<file path="src/include/timer_one_pkg.sv">
// package: register map, field positions and constants of timer one
// ****************************************************************
// Behaviour
// run bit 7 stops or starts counting
// 8-bit counter steps once per input tick
// wrap to zero sets sticky overflow flag
// enabled overflow requests interrupt vector 8
// reload written while running applies at overflow
// reload bit governs reload unless pulse mode
// keeps running in low power, never wakes
// bit 3 picks internal or external clock
// instruction clock prescale 256 down to 2
// oscillator clock prescale 128 down to 1
// fast-source bit picks oscillator over instruction
// event mode ignores prescale and fast source
// event mode blocks pin interrupt flag
// pulse enable routes waveform to shared pin
// half-rate toggle at overflow without pulse mode
// software configures before setting run bit
// pulse mode boundary 256, 64, 32, 16
// event mode counts pin falling edges
// disabling half-rate returns pin to GPIO
// pulse high each cycle, low at match
// ****************************************************************
package timer_one_pkg;
   localparam logic [7:0] src_select_off = 8'hd8;
   localparam logic [7:0] mode_control_off = 8'hdc;
   localparam logic [7:0] count_off = 8'hdd;
   localparam logic [7:0] reload_off = 8'hde;
   localparam logic [7:0] control_off = 8'he0;
   localparam logic [7:0] status_off = 8'he4;
   localparam logic [7:0] mode_reset = 8'h00;
   localparam logic [7:0] src_reset = 8'h00;
   localparam int run_bit = 7;
   localparam int rate_lsb = 4;
   localparam int ext_bit = 3;
   localparam int reload_bit = 2;
   localparam int half_bit = 1;
   localparam int pulse_bit = 0;
   localparam int fast_bit = 3;
   localparam int other_fast_bit = 2;
   localparam int other_green_bit = 1;
   localparam int irq_en_bit = 0;
   localparam logic [7:0] irq_vector = 8'h08;
   localparam logic [1:0] resp_okay = 2'b00;
   localparam logic [1:0] resp_slverr = 2'b10;
   typedef enum logic [2:0] {
      st_idle = 3'b001,
      st_wait = 3'b010,
      st_resp = 3'b100
   } bus_state_e;
endpackage

</file>
<file path="src/logic/prescaler.sv">
// prescaler: turns the selected rate code into a one-cycle tick
`timescale 1ns/1ps
module prescaler
   import timer_one_pkg::*;
(
   input wire logic aclk,
   input wire logic aresetn,
   input wire logic enable,
   input wire logic fcpu_tick,
   input wire logic fhosc_tick,
   input wire logic fast_sel,
   input wire logic [2:0] rate,
   output logic tick
);
   logic [7:0] div_q;
   logic [7:0] div_d;
   logic src_tick;
   logic [7:0] mask;
   logic wrap;

   // instruction clock or oscillator clock
   assign src_tick = fast_sel ? fhosc_tick : fcpu_tick;
   // code 000 divides by 256 or 128, 111 by 2 or 1
   assign mask = fast_sel ? (8'h7f >> rate) : (8'hff >> rate);
   assign wrap = (div_q & mask) == mask;
   assign tick = enable && src_tick && wrap;
   assign div_d = div_q + 8'h01;

   // free divider, held clear while stopped so the first period is whole
   always_ff @(posedge aclk) begin
      if (!aresetn || !enable) begin
         div_q <= 8'h00;
      end else if (src_tick) begin
         div_q <= wrap ? 8'h00 : div_d;
      end
   end
endmodule

</file>
<file path="src/logic/edge_catcher.sv">
// edge_catcher: falling edge detector for the event input pin
`timescale 1ns/1ps
module edge_catcher (
   input wire logic aclk,
   input wire logic aresetn,
   input wire logic pin,
   output logic fall
);
   logic last_q;

   // input taken as synchronous; one stage of history is enough
   always_ff @(posedge aclk) begin
      if (!aresetn) begin
         last_q <= 1'b1;
      end else begin
         last_q <= pin;
      end
   end
   assign fall = last_q && !pin;
endmodule

</file>
<file path="src/logic/timer_one.sv">
// timer_one: 8-bit timer/counter with pulse and half-rate outputs
//
// Decided for this implementation: the AXI4-Lite slave port.
`timescale 1ns/1ps
module timer_one
   import timer_one_pkg::*;
(
   input wire logic aclk,
   input wire logic aresetn,
   input wire logic [9:0] s_axi_awaddr,
   input wire logic s_axi_awvalid,
   output logic s_axi_awready,
   input wire logic [31:0] s_axi_wdata,
   input wire logic [3:0] s_axi_wstrb,
   input wire logic s_axi_wvalid,
   output logic s_axi_wready,
   output logic [1:0] s_axi_bresp,
   output logic s_axi_bvalid,
   input wire logic s_axi_bready,
   input wire logic [9:0] s_axi_araddr,
   input wire logic s_axi_arvalid,
   output logic s_axi_arready,
   output logic [31:0] s_axi_rdata,
   output logic [1:0] s_axi_rresp,
   output logic s_axi_rvalid,
   input wire logic s_axi_rready,
   input wire logic fcpu_tick,
   input wire logic fhosc_tick,
   input wire logic green_mode,
   input wire logic event_input_pin,
   input wire logic pin_event,
   output logic pin_irq_flag,
   output logic external_irq_line,
   output logic irq_request,
   output logic [7:0] irq_vector_out,
   output logic wake_request,
   output logic shared_pin_sel,
   output logic shared_output_pin
);
   // ****************************************************************
   // register state
   // ****************************************************************
   // the source nibble holds bits 3:1 in place; bit 0 reads zero
   logic [7:0] mode_q;
   logic [3:0] src_q;
   logic [7:0] count_q;
   logic [7:0] count_d;
   // first reload copy takes writes, second feeds the compare
   logic [7:0] reload_buf_q;
   logic [7:0] reload_q;
   logic irq_en_q;
   logic overflow_flag_q;
   logic pin_flag_q;
   logic half_q;
   logic pulse_q;

   // ****************************************************************
   // mode decode
   // ****************************************************************
   logic counter_run_bit;
   logic external_source_select;
   logic reload_enable_bit;
   logic half_rate_output_enable;
   logic pulse_output_enable;
   logic [2:0] prescale_select;
   logic fast_source_select;
   // named slices so the logic reads like the map
   assign counter_run_bit = mode_q[run_bit];
   assign external_source_select = mode_q[ext_bit];
   assign reload_enable_bit = mode_q[reload_bit];
   assign half_rate_output_enable = mode_q[half_bit];
   assign pulse_output_enable = mode_q[pulse_bit];
   assign prescale_select = mode_q[rate_lsb+2:rate_lsb];
   assign fast_source_select = src_q[fast_bit];

   // ****************************************************************
   // count clock
   // ****************************************************************
   logic int_tick;
   logic ext_fall;
   logic step;

   // settings are read live; mid-run changes are unsupported
   // the divider restarts whenever counting stops
   prescaler u_pre (
      .aclk(aclk),
      .aresetn(aresetn),
      .enable(counter_run_bit && !external_source_select),
      .fcpu_tick(fcpu_tick),
      .fhosc_tick(fhosc_tick),
      .fast_sel(fast_source_select),
      .rate(prescale_select),
      .tick(int_tick)
   );
   // a noisy pin needs its filter upstream
   edge_catcher u_edge (
      .aclk(aclk),
      .aresetn(aresetn),
      .pin(event_input_pin),
      .fall(ext_fall)
   );
   // event mode bypasses prescaler; R1 run bit gates all
   // green mode does not gate the count
   assign step = counter_run_bit &&
      (external_source_select ? ext_fall : int_tick);

   // ****************************************************************
   // overflow boundary and reload
   // ****************************************************************
   logic [7:0] bmask;
   logic overflow;
   logic do_reload;
   // pulse mode window 256, 64, 32 or 16 counts
   // outside pulse mode the full range is used
   assign bmask = !pulse_output_enable ? 8'hff :
      ({reload_enable_bit, half_rate_output_enable} == 2'b00) ? 8'hff :
      ({reload_enable_bit, half_rate_output_enable} == 2'b01) ? 8'h3f :
      ({reload_enable_bit, half_rate_output_enable} == 2'b10) ? 8'h1f :
      8'h0f;
   // only bits inside the window take part in the wrap
   assign overflow = step && ((count_q & bmask) == bmask);
   // pulse mode always reloads, else the reload bit decides
   assign do_reload = pulse_output_enable || reload_enable_bit;
   assign count_d = count_q + 8'h01;

   // ****************************************************************
   // AXI4-Lite slave
   // ****************************************************************
   bus_state_e wst_q;
   logic aw_held_q;
   logic w_held_q;
   logic [7:0] awaddr_q;
   logic [31:0] wdata_q;
   logic [3:0] wstrb_q;
   logic wr_fire;
   logic wr_lane0;
   logic wr_mode;
   logic wr_src;
   logic wr_count;
   logic wr_reload;
   logic wr_ctrl;
   logic wr_status;
   logic wr_hit;
   logic [31:0] rd_word;
   logic [7:0] rd_idx;
   logic rd_hit;

   // both readies stay low until the answer is taken,
   // so the held address and data stay safe to decode
   assign s_axi_awready = (wst_q == st_idle) && !aw_held_q;
   assign s_axi_wready = (wst_q == st_idle) && !w_held_q;
   assign s_axi_bvalid = (wst_q == st_resp);
   // decode on the captured word index
   assign wr_fire = (wst_q == st_wait);
   assign wr_lane0 = wr_fire && wstrb_q[0];
   assign wr_mode = wr_lane0 && (awaddr_q == mode_control_off);
   assign wr_src = wr_lane0 && (awaddr_q == src_select_off);
   assign wr_count = wr_lane0 && (awaddr_q == count_off);
   assign wr_reload = wr_lane0 && (awaddr_q == reload_off);
   assign wr_ctrl = wr_lane0 && (awaddr_q == control_off);
   assign wr_status = wr_lane0 && (awaddr_q == status_off);
   assign wr_hit = (awaddr_q == mode_control_off) ||
      (awaddr_q == src_select_off) || (awaddr_q == count_off) ||
      (awaddr_q == reload_off) || (awaddr_q == control_off) ||
      (awaddr_q == status_off);

   // write channel: collect address and data in any order
   always_ff @(posedge aclk) begin
      if (!aresetn) begin
         wst_q <= st_idle;
         aw_held_q <= 1'b0;
         w_held_q <= 1'b0;
         awaddr_q <= 8'h00;
         wdata_q <= 32'h0;
         wstrb_q <= 4'h0;
         s_axi_bresp <= resp_okay;
      end else begin
         case (wst_q)
            st_idle: begin
               if (s_axi_awvalid && !aw_held_q) begin
                  aw_held_q <= 1'b1;
                  awaddr_q <= s_axi_awaddr[9:2];
               end
               if (s_axi_wvalid && !w_held_q) begin
                  w_held_q <= 1'b1;
                  wdata_q <= s_axi_wdata;
                  wstrb_q <= s_axi_wstrb;
               end
               if ((aw_held_q || s_axi_awvalid) &&
                   (w_held_q || s_axi_wvalid)) begin
                  wst_q <= st_wait;
               end
            end
            // registers take the write at this edge
            st_wait: begin
               s_axi_bresp <= wr_hit ? resp_okay : resp_slverr;
               wst_q <= st_resp;
            end
            st_resp: begin
               if (s_axi_bready) begin
                  aw_held_q <= 1'b0;
                  w_held_q <= 1'b0;
                  wst_q <= st_idle;
               end
            end
            default: wst_q <= st_idle;
         endcase
      end
   end

   // read mux on the word index; reload is write-only and reads zero
   assign rd_idx = s_axi_araddr[9:2];
   assign rd_hit = (rd_idx == mode_control_off) ||
      (rd_idx == src_select_off) || (rd_idx == count_off) ||
      (rd_idx == reload_off) || (rd_idx == control_off) ||
      (rd_idx == status_off);
   assign rd_word =
      (rd_idx == mode_control_off) ? {24'h0, mode_q} :
      (rd_idx == src_select_off) ? {28'h0, src_q} :
      (rd_idx == count_off) ? {24'h0, count_q} :
      (rd_idx == control_off) ? {31'h0, irq_en_q} :
      (rd_idx == status_off) ? {30'h0, pin_flag_q, overflow_flag_q} :
      32'h0;
   // no new address while read data waits to be taken
   assign s_axi_arready = !s_axi_rvalid;

   // read answer one cycle after the address is taken
   // rdata loads only on a new address, so it holds
   always_ff @(posedge aclk) begin
      if (!aresetn) begin
         s_axi_rvalid <= 1'b0;
         s_axi_rdata <= 32'h0;
         s_axi_rresp <= resp_okay;
      end else if (s_axi_arvalid && s_axi_arready) begin
         s_axi_rvalid <= 1'b1;
         s_axi_rdata <= rd_word;
         s_axi_rresp <= rd_hit ? resp_okay : resp_slverr;
      end else if (s_axi_rready) begin
         s_axi_rvalid <= 1'b0;
      end
   end

   // ****************************************************************
   // configuration registers
   // ****************************************************************
   always_ff @(posedge aclk) begin
      if (!aresetn) begin
         mode_q <= mode_reset;
         src_q <= src_reset[3:0];
         irq_en_q <= 1'b0;
      end else begin
         if (wr_mode) begin
            mode_q <= wdata_q[7:0];
         end
         // unused source bits are dropped
         if (wr_src) begin
            src_q <= {4'h0 | {wdata_q[fast_bit], wdata_q[other_fast_bit],
               wdata_q[other_green_bit], 1'b0}};
         end
         if (wr_ctrl) begin
            irq_en_q <= wdata_q[irq_en_bit];
         end
      end
   end

   // ****************************************************************
   // counter and double-buffered reload
   // ****************************************************************
   always_ff @(posedge aclk) begin
      if (!aresetn) begin
         count_q <= 8'h00;
         reload_buf_q <= 8'h00;
         reload_q <= 8'h00;
      end else begin
         if (wr_reload) begin
            reload_buf_q <= wdata_q[7:0];
         end
         // a wrap outranks a count write in one cycle
         if (overflow) begin
            // buffered value becomes live at overflow
            reload_q <= reload_buf_q;
            count_q <= do_reload ? reload_buf_q : 8'h00;
         end else if (wr_count) begin
            count_q <= wdata_q[7:0];
         end else if (step) begin
            count_q <= count_d;
         end
         // before the first run both copies follow software
         // a running counter keeps its copy until the wrap
         if (wr_reload && !counter_run_bit) begin
            reload_q <= wdata_q[7:0];
         end
      end
   end

   // ****************************************************************
   // flags: hardware set wins over software clear
   // ****************************************************************
   always_ff @(posedge aclk) begin
      if (!aresetn) begin
         overflow_flag_q <= 1'b0;
         pin_flag_q <= 1'b0;
      end else begin
         if (overflow) begin
            overflow_flag_q <= 1'b1;
         end else if (wr_status && !wdata_q[0]) begin
            overflow_flag_q <= 1'b0;
         end
         // forced low in event mode so no pin request leaks
         if (external_source_select) begin
            pin_flag_q <= 1'b0;
         end else if (pin_event) begin
            pin_flag_q <= 1'b1;
         end else if (wr_status && !wdata_q[1]) begin
            pin_flag_q <= 1'b0;
         end
      end
   end
   // requests are plain gates of the registered flags
   assign pin_irq_flag = pin_flag_q;
   assign external_irq_line = pin_flag_q && !external_source_select;
   assign irq_request = overflow_flag_q && irq_en_q;
   assign irq_vector_out = irq_request ? irq_vector : 8'h00;
   // never wakes the system from green mode
   assign wake_request = irq_request && !green_mode;

   // ****************************************************************
   // pulse and half-rate outputs
   // ****************************************************************
   always_ff @(posedge aclk) begin
      if (!aresetn) begin
         half_q <= 1'b0;
         pulse_q <= 1'b1;
      end else begin
         if (overflow) begin
            half_q <= !half_q;
            pulse_q <= 1'b1;
         end else if (step && ((count_d & bmask) == (reload_q & bmask))) begin
            pulse_q <= 1'b0;
         end
      end
   end
   // the pin returns to gpio once both enables clear
   // pulse first; R15 R19 half rate only without pulse, else GPIO
   assign shared_pin_sel = pulse_output_enable || half_rate_output_enable;
   assign shared_output_pin = pulse_output_enable ? pulse_q :
      half_rate_output_enable ? half_q : 1'b0;
endmodule

</file>
<file path="config.mk">
export PLATFORM = sky130hd
export DESIGN_NAME = timer_one
export DESIGN_NICKNAME = d
export VERILOG_FILES = /design/src/include/timer_one_pkg.sv /design/src/logic/prescaler.sv /design/src/logic/edge_catcher.sv /design/src/logic/timer_one.sv
export SDC_FILE = /design/constraint.sdc
export NUM_CORES = 1
export LEC_CHECK = 0
export ABC_AREA = 1
export CORE_AREA = 8 8 95 97
export DETAILED_ROUTE_END_ITERATION = 10
export DIE_AREA = 0 0 103 105
export DONT_BUFFER_PORTS = 1
export HOLD_SLACK_MARGIN = 0.06
export PLACE_DENSITY_LB_ADDON = 0.15
export SYNTH_ARGS = -nofsm -noshare
export SYNTH_HDL_FRONTEND = slang
export SYNTH_SLANG_ARGS = --single-unit
</file>
<file path="constraint.sdc">
create_clock -name aclk -period 2.81 [get_ports aclk]
set_input_delay 0.562 -clock aclk [delete_from_list [all_inputs] [get_ports aclk]]
set_output_delay 0.562 -clock aclk [all_outputs]
set_load 0.1 [all_outputs]
</file>
==> results of run 1 <==
==> cell type report <==
| cell class | count | area share |
|---|---|---|
| sequential | 82 | 0.340 |
| clock buffer | 11 | 0.0314 |
| tap | 102 | 0.0264 |
| timing repair buffer | 12 | 0.0212 |
| multi-input combinational | 452 | 0.500 |
| clock inverter | 4 | 0.0106 |
| inverter | 90 | 0.0700 |
==> cells in the final DEF (no fill, tap or decap), types with 2 or more instances in the layout <==
cell type and count:
a21oi_2 3, clkbuf_8 11, nor3_1 8, o21ai_0 45, o211ai_1 4, xor2_1 7
or2_2 2, nand4_1 21, nor2_4 2, buf_4 11, inv_1 72, nand3_1 27
o221ai_1 4, nand2_8 3, conb_1 33, dfxtp_1 82, inv_2 8, nand2_2 4
nor2_1 60, nand2_1 113, o22ai_1 2, a31oi_1 4, nand3_2 17, a211oi_1 5
a21oi_1 41, ha_1 2, clkinv_1 10, nand3b_1 3, nor2_2 5, o21ai_1 16
xnor2_1 5, nor3b_1 2
==> how the worst max path moves through the flow <==
stage,startpoint,endpoint,slack (ns),cells after the start
floorplan,wst_q[0],awaddr_q[2],0.05,8
global placement,fhosc_tick,count_q[3],0.58,11
detailed placement,fhosc_tick,reload_q[5],0.57,10
CTS,wst_q[0],s_axi_wready,0.54,5
global route,src_q[3],reload_q[0],0.34,12
finish,wst_q[0],s_axi_wready,0.56,5
==> power by group <==
part | switching (mW) | total (mW) | internal [mW]
clock | 0.410 | 0.865 | 0.454
sequential | 0.165 | 1.45 | 1.28
combinational | 0.699 | 0.847 | 0.147
total | 1.27 | 3.16 | 1.89
==> through the flow <==
stage / util / hold slack, ns
after global routing: 0.641 / 0.282
after detailed placement: 0.615 / 0.446
after floorplan: - / 0.419
after global placement: 0.615 / 0.436
after CTS: 0.641 / 0.272
final: 0.641 / 0.291
==> cells by family (layout without fill, tap and decap cells) <==
logic type,Yosys count,in the layout
XOR/XNOR,13,13
buffers and inverters,145,117
other,1,33
AO/OA/AOI/OAI,130,130
flip-flops,82,82
adder cells (fa/ha/maj),2,2
AND/OR/NAND/NOR,274,274
==> flip-flops by register name (all words and copies together), names as in the netlist, 3 cells and up <==
name / count
awaddr_q: 8
wst_q: 3
reload_buf_q: 8
s_axi_rdata: 8
reload_q: 8
src_q: 3
u_pre.div_q: 8
mode_q: 8
count_q: 8
wdata_q: 8
==> routing by layer <==
| metal | routed length, um | GRT usage |
|---|---|---|
| met1 | 4810 | 0.262 |
| met2 | 4500 | 0.302 |
| met3 | 1150 | 0.0491 |
| met4 | 283 | 0.0889 |
| met5 | 0 | 0 |
==> impl_results.md, run 1 <==
- Port Buffers: 0
- IO Count: 123
- Status: completed
- Final Critical Period: 2.25 ns
- Multi-input logic area: 2420 um^2
- Slew Viols, Final: 0
- Reg area: 1640 um^2
- Top post-synthesis cells by count: nand2_1, dfxtp_1, inv_1
- Synth top area cells: dfxtp_1, nand2_1, buf_4, inv_1, nor2_1
- DR DRC count: 0
- Place WS: 0.574 ns
- Count leader, synth: nand2_1
- Die Wd: 103 um
- Cts repair resizes: 0
- Post-synthesis compound-gate area fraction: 0.158
- Via/cell ratio: 5.36
- Filler cells: 706
- Fmax: 444 MHz
- Worst-case reg-to-reg path depth: 13
- Crit path DAT: 1.69 ns
- Largest family of logic cells by synthesized area: simple AND/OR/NAND/NOR gates
- Drt first-iter violations: 225
- Top cell family by delay on the critical path: buffers and inverters
- Grt ovf: 0
- Setup_tns: 0 ns
- Wirelength per Cell: 14.3 um
- Design area: 4830 um^2
- Slowest stage delay, CP: 0.38 ns
- Slowest-stage cell, CP: dfxtp_1
- Rows: 32
- Pin count of the biggest net entering global routing: 58
- Yosys cell types: 47
- CTS Buf Count: 9
- Layout cell share with drive strength beyond 1: 0.121
- Yosys top cell area share: 0.354
- Final WL: 10,700 um
- RSZ-0062 raised after global routing: no
- Cell mode on critical path: inv_1
- CP Class: flop to primary output
- Worst-margin pin slew: 0.994 ns
- CP Cell Sequence: inv_1 > nor3_1 > inv_1 > nor2_2 > buf_4
- Pre-antenna DRT Iters: 5
- Final nets: 717
- Total GRT Usage: 0.200
- Multiplexer share of the synthesized area: 0
- Worst hold path type: primary input to flop
- CTS Hold Buffers Added: 0
- H-tree depth: 3
- Hpwl dp: 8090 um
- Post-synth ARST share: 0
- Simple-gate portion of the synthesized area: 0.299
- CP Max Fanout: 4
- Number of synthesized flops with an enable pin: 0
- Clock Tree Buf Depth: 2
- CP Data Required Time: 2.25 ns
- Cells after Synth: 647
- Slew margin rel.: 0.337
- Post-Synth XOR/XNOR Area: 0.0276
- Clock Tree Root: clkbuf_8
- Post-DRT Antenna Nets: 0
- Tot Pwr: 3.16 mW
- Kind of end point of the critical path: primary output
- Clk slew on worst S/H paths: 0.08 ns
- Total number of vias: 4,039
- WHS Endpoint: u_edge.last_q
- Adder-Cell Fraction of Synth Area: 0.00540
- Most used DFF post-synth: dfxtp_1
- Area leader, netlist: dfxtp_1
- # clock sinks: 82
- Post-Synthesis Cell Area: 4630 um^2
- Worst Skew: 0.0123 ns
- Vias in the first global route: 3,694
- Placed Area: 4630 um^2
- TritonCTS clock tree: done
- Sequential fraction of the synthesis area: 0.354
- Yosys warns: 0
- Area growth, synth to finish: 4.27%
- Peak supply drop: 0.000759 V
- RR Startpoint: src_q[3]
- Gpl congestion: 0.895
- Core ar.: 7530 um^2
- Static Leak: 1.99 nW
- Flop and latch count out of synthesis: 82
- Antenna diodes: 0
- PD cells: 654 nW/um^2
- Post-route setup slack: 0.558 ns
- Final hold viol count: 0
- Initial antenna violation count: 0
- Initial Util: 0.615
- First-pass GRT wire length: 17,600 um
- Die area: 10,800 um^2
- Clk_lat worst skew: 0.35 ns
- R2r setup slk: 0.57 ns
- Post-Place Cells: 738
- Post CTS Setup Buffer Count: 0
- WP buf/inv: 3
- Final Non-Filler Cells: 753
- WHS Path Cells: 1
- Period utilization: 0.802
- Hold path start: aresetn
- Avg Inst Size Synth: 7.16 um^2
- R2R Path End: count_q[2]
- CP Launch Type: flop
- Max cap viols: 0
- Final setup fails: 0
- Die span in y: 105 um
No activity file was read; power rests on OpenSTA's default activity.
==> run 2, diff against run 1 <==
- CORE_AREA: 8 8 95 97 -> 8 8 99 101
- DIE_AREA: 0 0 103 105 -> 0 0 107 109
- clock period: 2.81 -> 2.06 ns (I/O delays scaled with it)
==> impl_results.md, run 2 (synthesis gave the netlist of run 1 again) <==
- Status: completed
- Clk slew on worst S/H paths: 0.09 ns (about the same)
- CP Data Required Time: 1.65 ns (-0.60 ns)
- Wirelength per Cell: 14.3 um (+0.16%)
- DR DRC count: 0 (unchanged)
- TritonCTS clock tree: done
- WHS: 0.145 ns (-0.145 ns)
- Top cell family by delay on the critical path: buffers and inverters
- Drt first-iter violations: 259 (+15%)
- Seq pwr share: 0.439 (-0.019)
- Met2 WL: 4730 um (+5.2%)
- Crit path DAT: 1.50 ns (-0.19 ns)
- # clock sinks: 82 (unchanged)
- Final hold viol count: 0 (unchanged)
- Place WS: 0.182 ns (-0.393 ns)
- Wire length on met3: 892 um (-22%)
- Via/cell ratio: 5.27 (-1.8%)
- Sw power: 1.82 mW (+43%)
- Vias in the first global route: 3,781 (+2.4%)
- Most frequent cells in the layout: nand2_1, dfxtp_1, inv_1, nor2_1, o21ai_0
- WP buf/inv: 3 (unchanged)
- Layout cell share with drive strength beyond 1: 0.154 (+0.0328)
- Period utilization: 0.930
- Fmax: 522 MHz
- Design area: 5000 um^2 (+3.5%)
- Grt ovf: 0 (unchanged)
- Leading cell type in the layout, fill and taps excluded: nand2_1
- Total number of vias: 4,088 (+1.2%)
- Post-Place Cells: 760 (+3.0%)
- Slowest-stage cell, CP: dfxtp_1
- Final Non-Filler Cells: 776 (+3.1%)
- Setup_tns: 0 ns (unchanged)
- Port Buffers: 0 (unchanged)
- Max cap viols: 0 (unchanged)
- Peak supply drop: 0.00129 V (+69%)
- First-pass GRT wire length: 18,200 um (+3.6%)
- Post CTS Setup Buffer Count: 0 (unchanged)
- Final nets: 733 (+2.2%)
- Combinational share of power: 0.309 (+0.041)
- Core ar.: 8380 um^2 (+11%)
- Static Leak: 2.08 nW (+4.2%)
- Cts repair resizes: 1 (+1)
- IO Count: 123 (unchanged)
- Filler cells: 800 (+13%)
- Clock share of power: 0.252 (-0.022)
- CP Max Fanout: 4 (unchanged)
- Die Wd: 107 um (+3.9%)
- Worst-margin pin slew: 0.564 ns (-0.430 ns)
- Slew Viols, Final: 0 (unchanged)
- Die area: 11,700 um^2 (+7.8%)
- Slew margin rel.: 0.622 (+0.285)
- Worst Skew: 0.0115 ns (-0.000835 ns)
- Rows: 34 (+6.3%)
- Sw Share: 0.419 (+0.0156)
- Final setup fails: 0 (unchanged)
- PD cells: 868 nW/um^2 (+33%)
- Pin count of the biggest net entering global routing: 58 (unchanged)
- Die span in y: 109 um (+3.8%)
- Worst hold path type: primary input to flop
- Internal: 2.52 mW (+34%)
- Clock Tree Buf Depth: 2 (unchanged)
- Pre-antenna DRT Iters: 4 (-1)
- Post-DRT Antenna Nets: 0 (unchanged)
- RSZ-0062 raised after global routing: no
- Area growth, synth to finish: 7.92%
- Hpwl dp: 8410 um (+4.0%)
- CP Launch Type: flop
- Top sig layer: met4
- Gpl congestion: 0.892 (-0.35%)
- Slowest stage delay, CP: 0.38 ns (about the same)
- Final Critical Period: 1.92 ns
- Final WL: 11,100 um (+3.2%)
- CTS Hold Buffers Added: 0 (unchanged)
- M1 WL: 5220 um (+8.5%)
- Cell mode on critical path: inv_1
- H-tree depth: 3 (unchanged)
- CP Cell Sequence: inv_1 > nor3_4 > inv_1 > nor2_4 > buf_6
- Clk_lat worst skew: 0.35 ns (about the same)
- Kind of end point of the critical path: primary output
- Initial antenna violation count: 0 (unchanged)
- Placed Area: 4790 um^2 (+3.6%)
- Initial Util: 0.553 (-0.0626)
- CP Class: flop to primary output
- Total GRT Usage: 0.193 (-0.00713)
- Post-route setup slack: 0.144 ns (-0.414 ns)
- Antenna diodes: 0 (unchanged)
- CTS Buf Count: 9 (unchanged)
- Clock Tree Root: clkbuf_8
## run 2: layout make-up
class	count	area, um^2	share of cell area
well taps	108	135	0.0270
inverters	90	342	0.0684
clock buffers	12	155	0.0310
flip-flops and latches	82	1650	0.330
multi-input cells	452	2450	0.490
repair buffers	28	243	0.0486
clock inverters	4	26.3	0.00526
## run 2: worst paths after layout
check | depth (start not counted) | start | end | slack [ns]
max | 5 | wst_q[0] | s_axi_wready | 0.14
min | 1 | aresetn | u_edge.last_q | 0.15
max reg2reg | 14 | mode_q[4] | count_q[2] | 0.23
min reg2reg | 2 | pulse_q | pulse_q | 0.45
## run 2: through the flow
step	power [mW]	util
after floorplan	3.05	-
after global placement	3.20	0.572
after detailed placement	3.23	0.572
after CTS	4.31	0.594
after global routing	4.54	0.596
final	4.34	0.596
## run 2: worst register-to-register path, cell delays in order, from the launching register on
cell	delay, ns
dfxtp_1	0.40
inv_1	0.10
nand2_1	0.09
nand2_1	0.06
nand3b_1	0.09
nand2_1	0.06
nor2_1	0.11
nand2_2	0.09
nand2_2	0.08
buf_4	0.20
nand2_8	0.12
nand2_8	0.12
nand3_2	0.11
nand2_1	0.07
inv_1	0.03
## run 2: power by group through the flow
stage | logic, mW | clock network (mW) | registers (mW)
after detailed placement | 1.30 | 0 | 1.93
after global placement | 1.28 | 0 | 1.93
after floorplan | 1.03 | 0 | 2.02
final | 1.34 | 1.10 | 1.90
after CTS | 1.31 | 1.11 | 1.90
after global routing | 1.44 | 1.17 | 1.92
## run 2: per-layer routing
metal  global-route usage  vias up
li1                     -     2086
met1                0.258     1839
met2                0.302      142
met3               0.0355       21
met4               0.0764        0
met5                    0        -
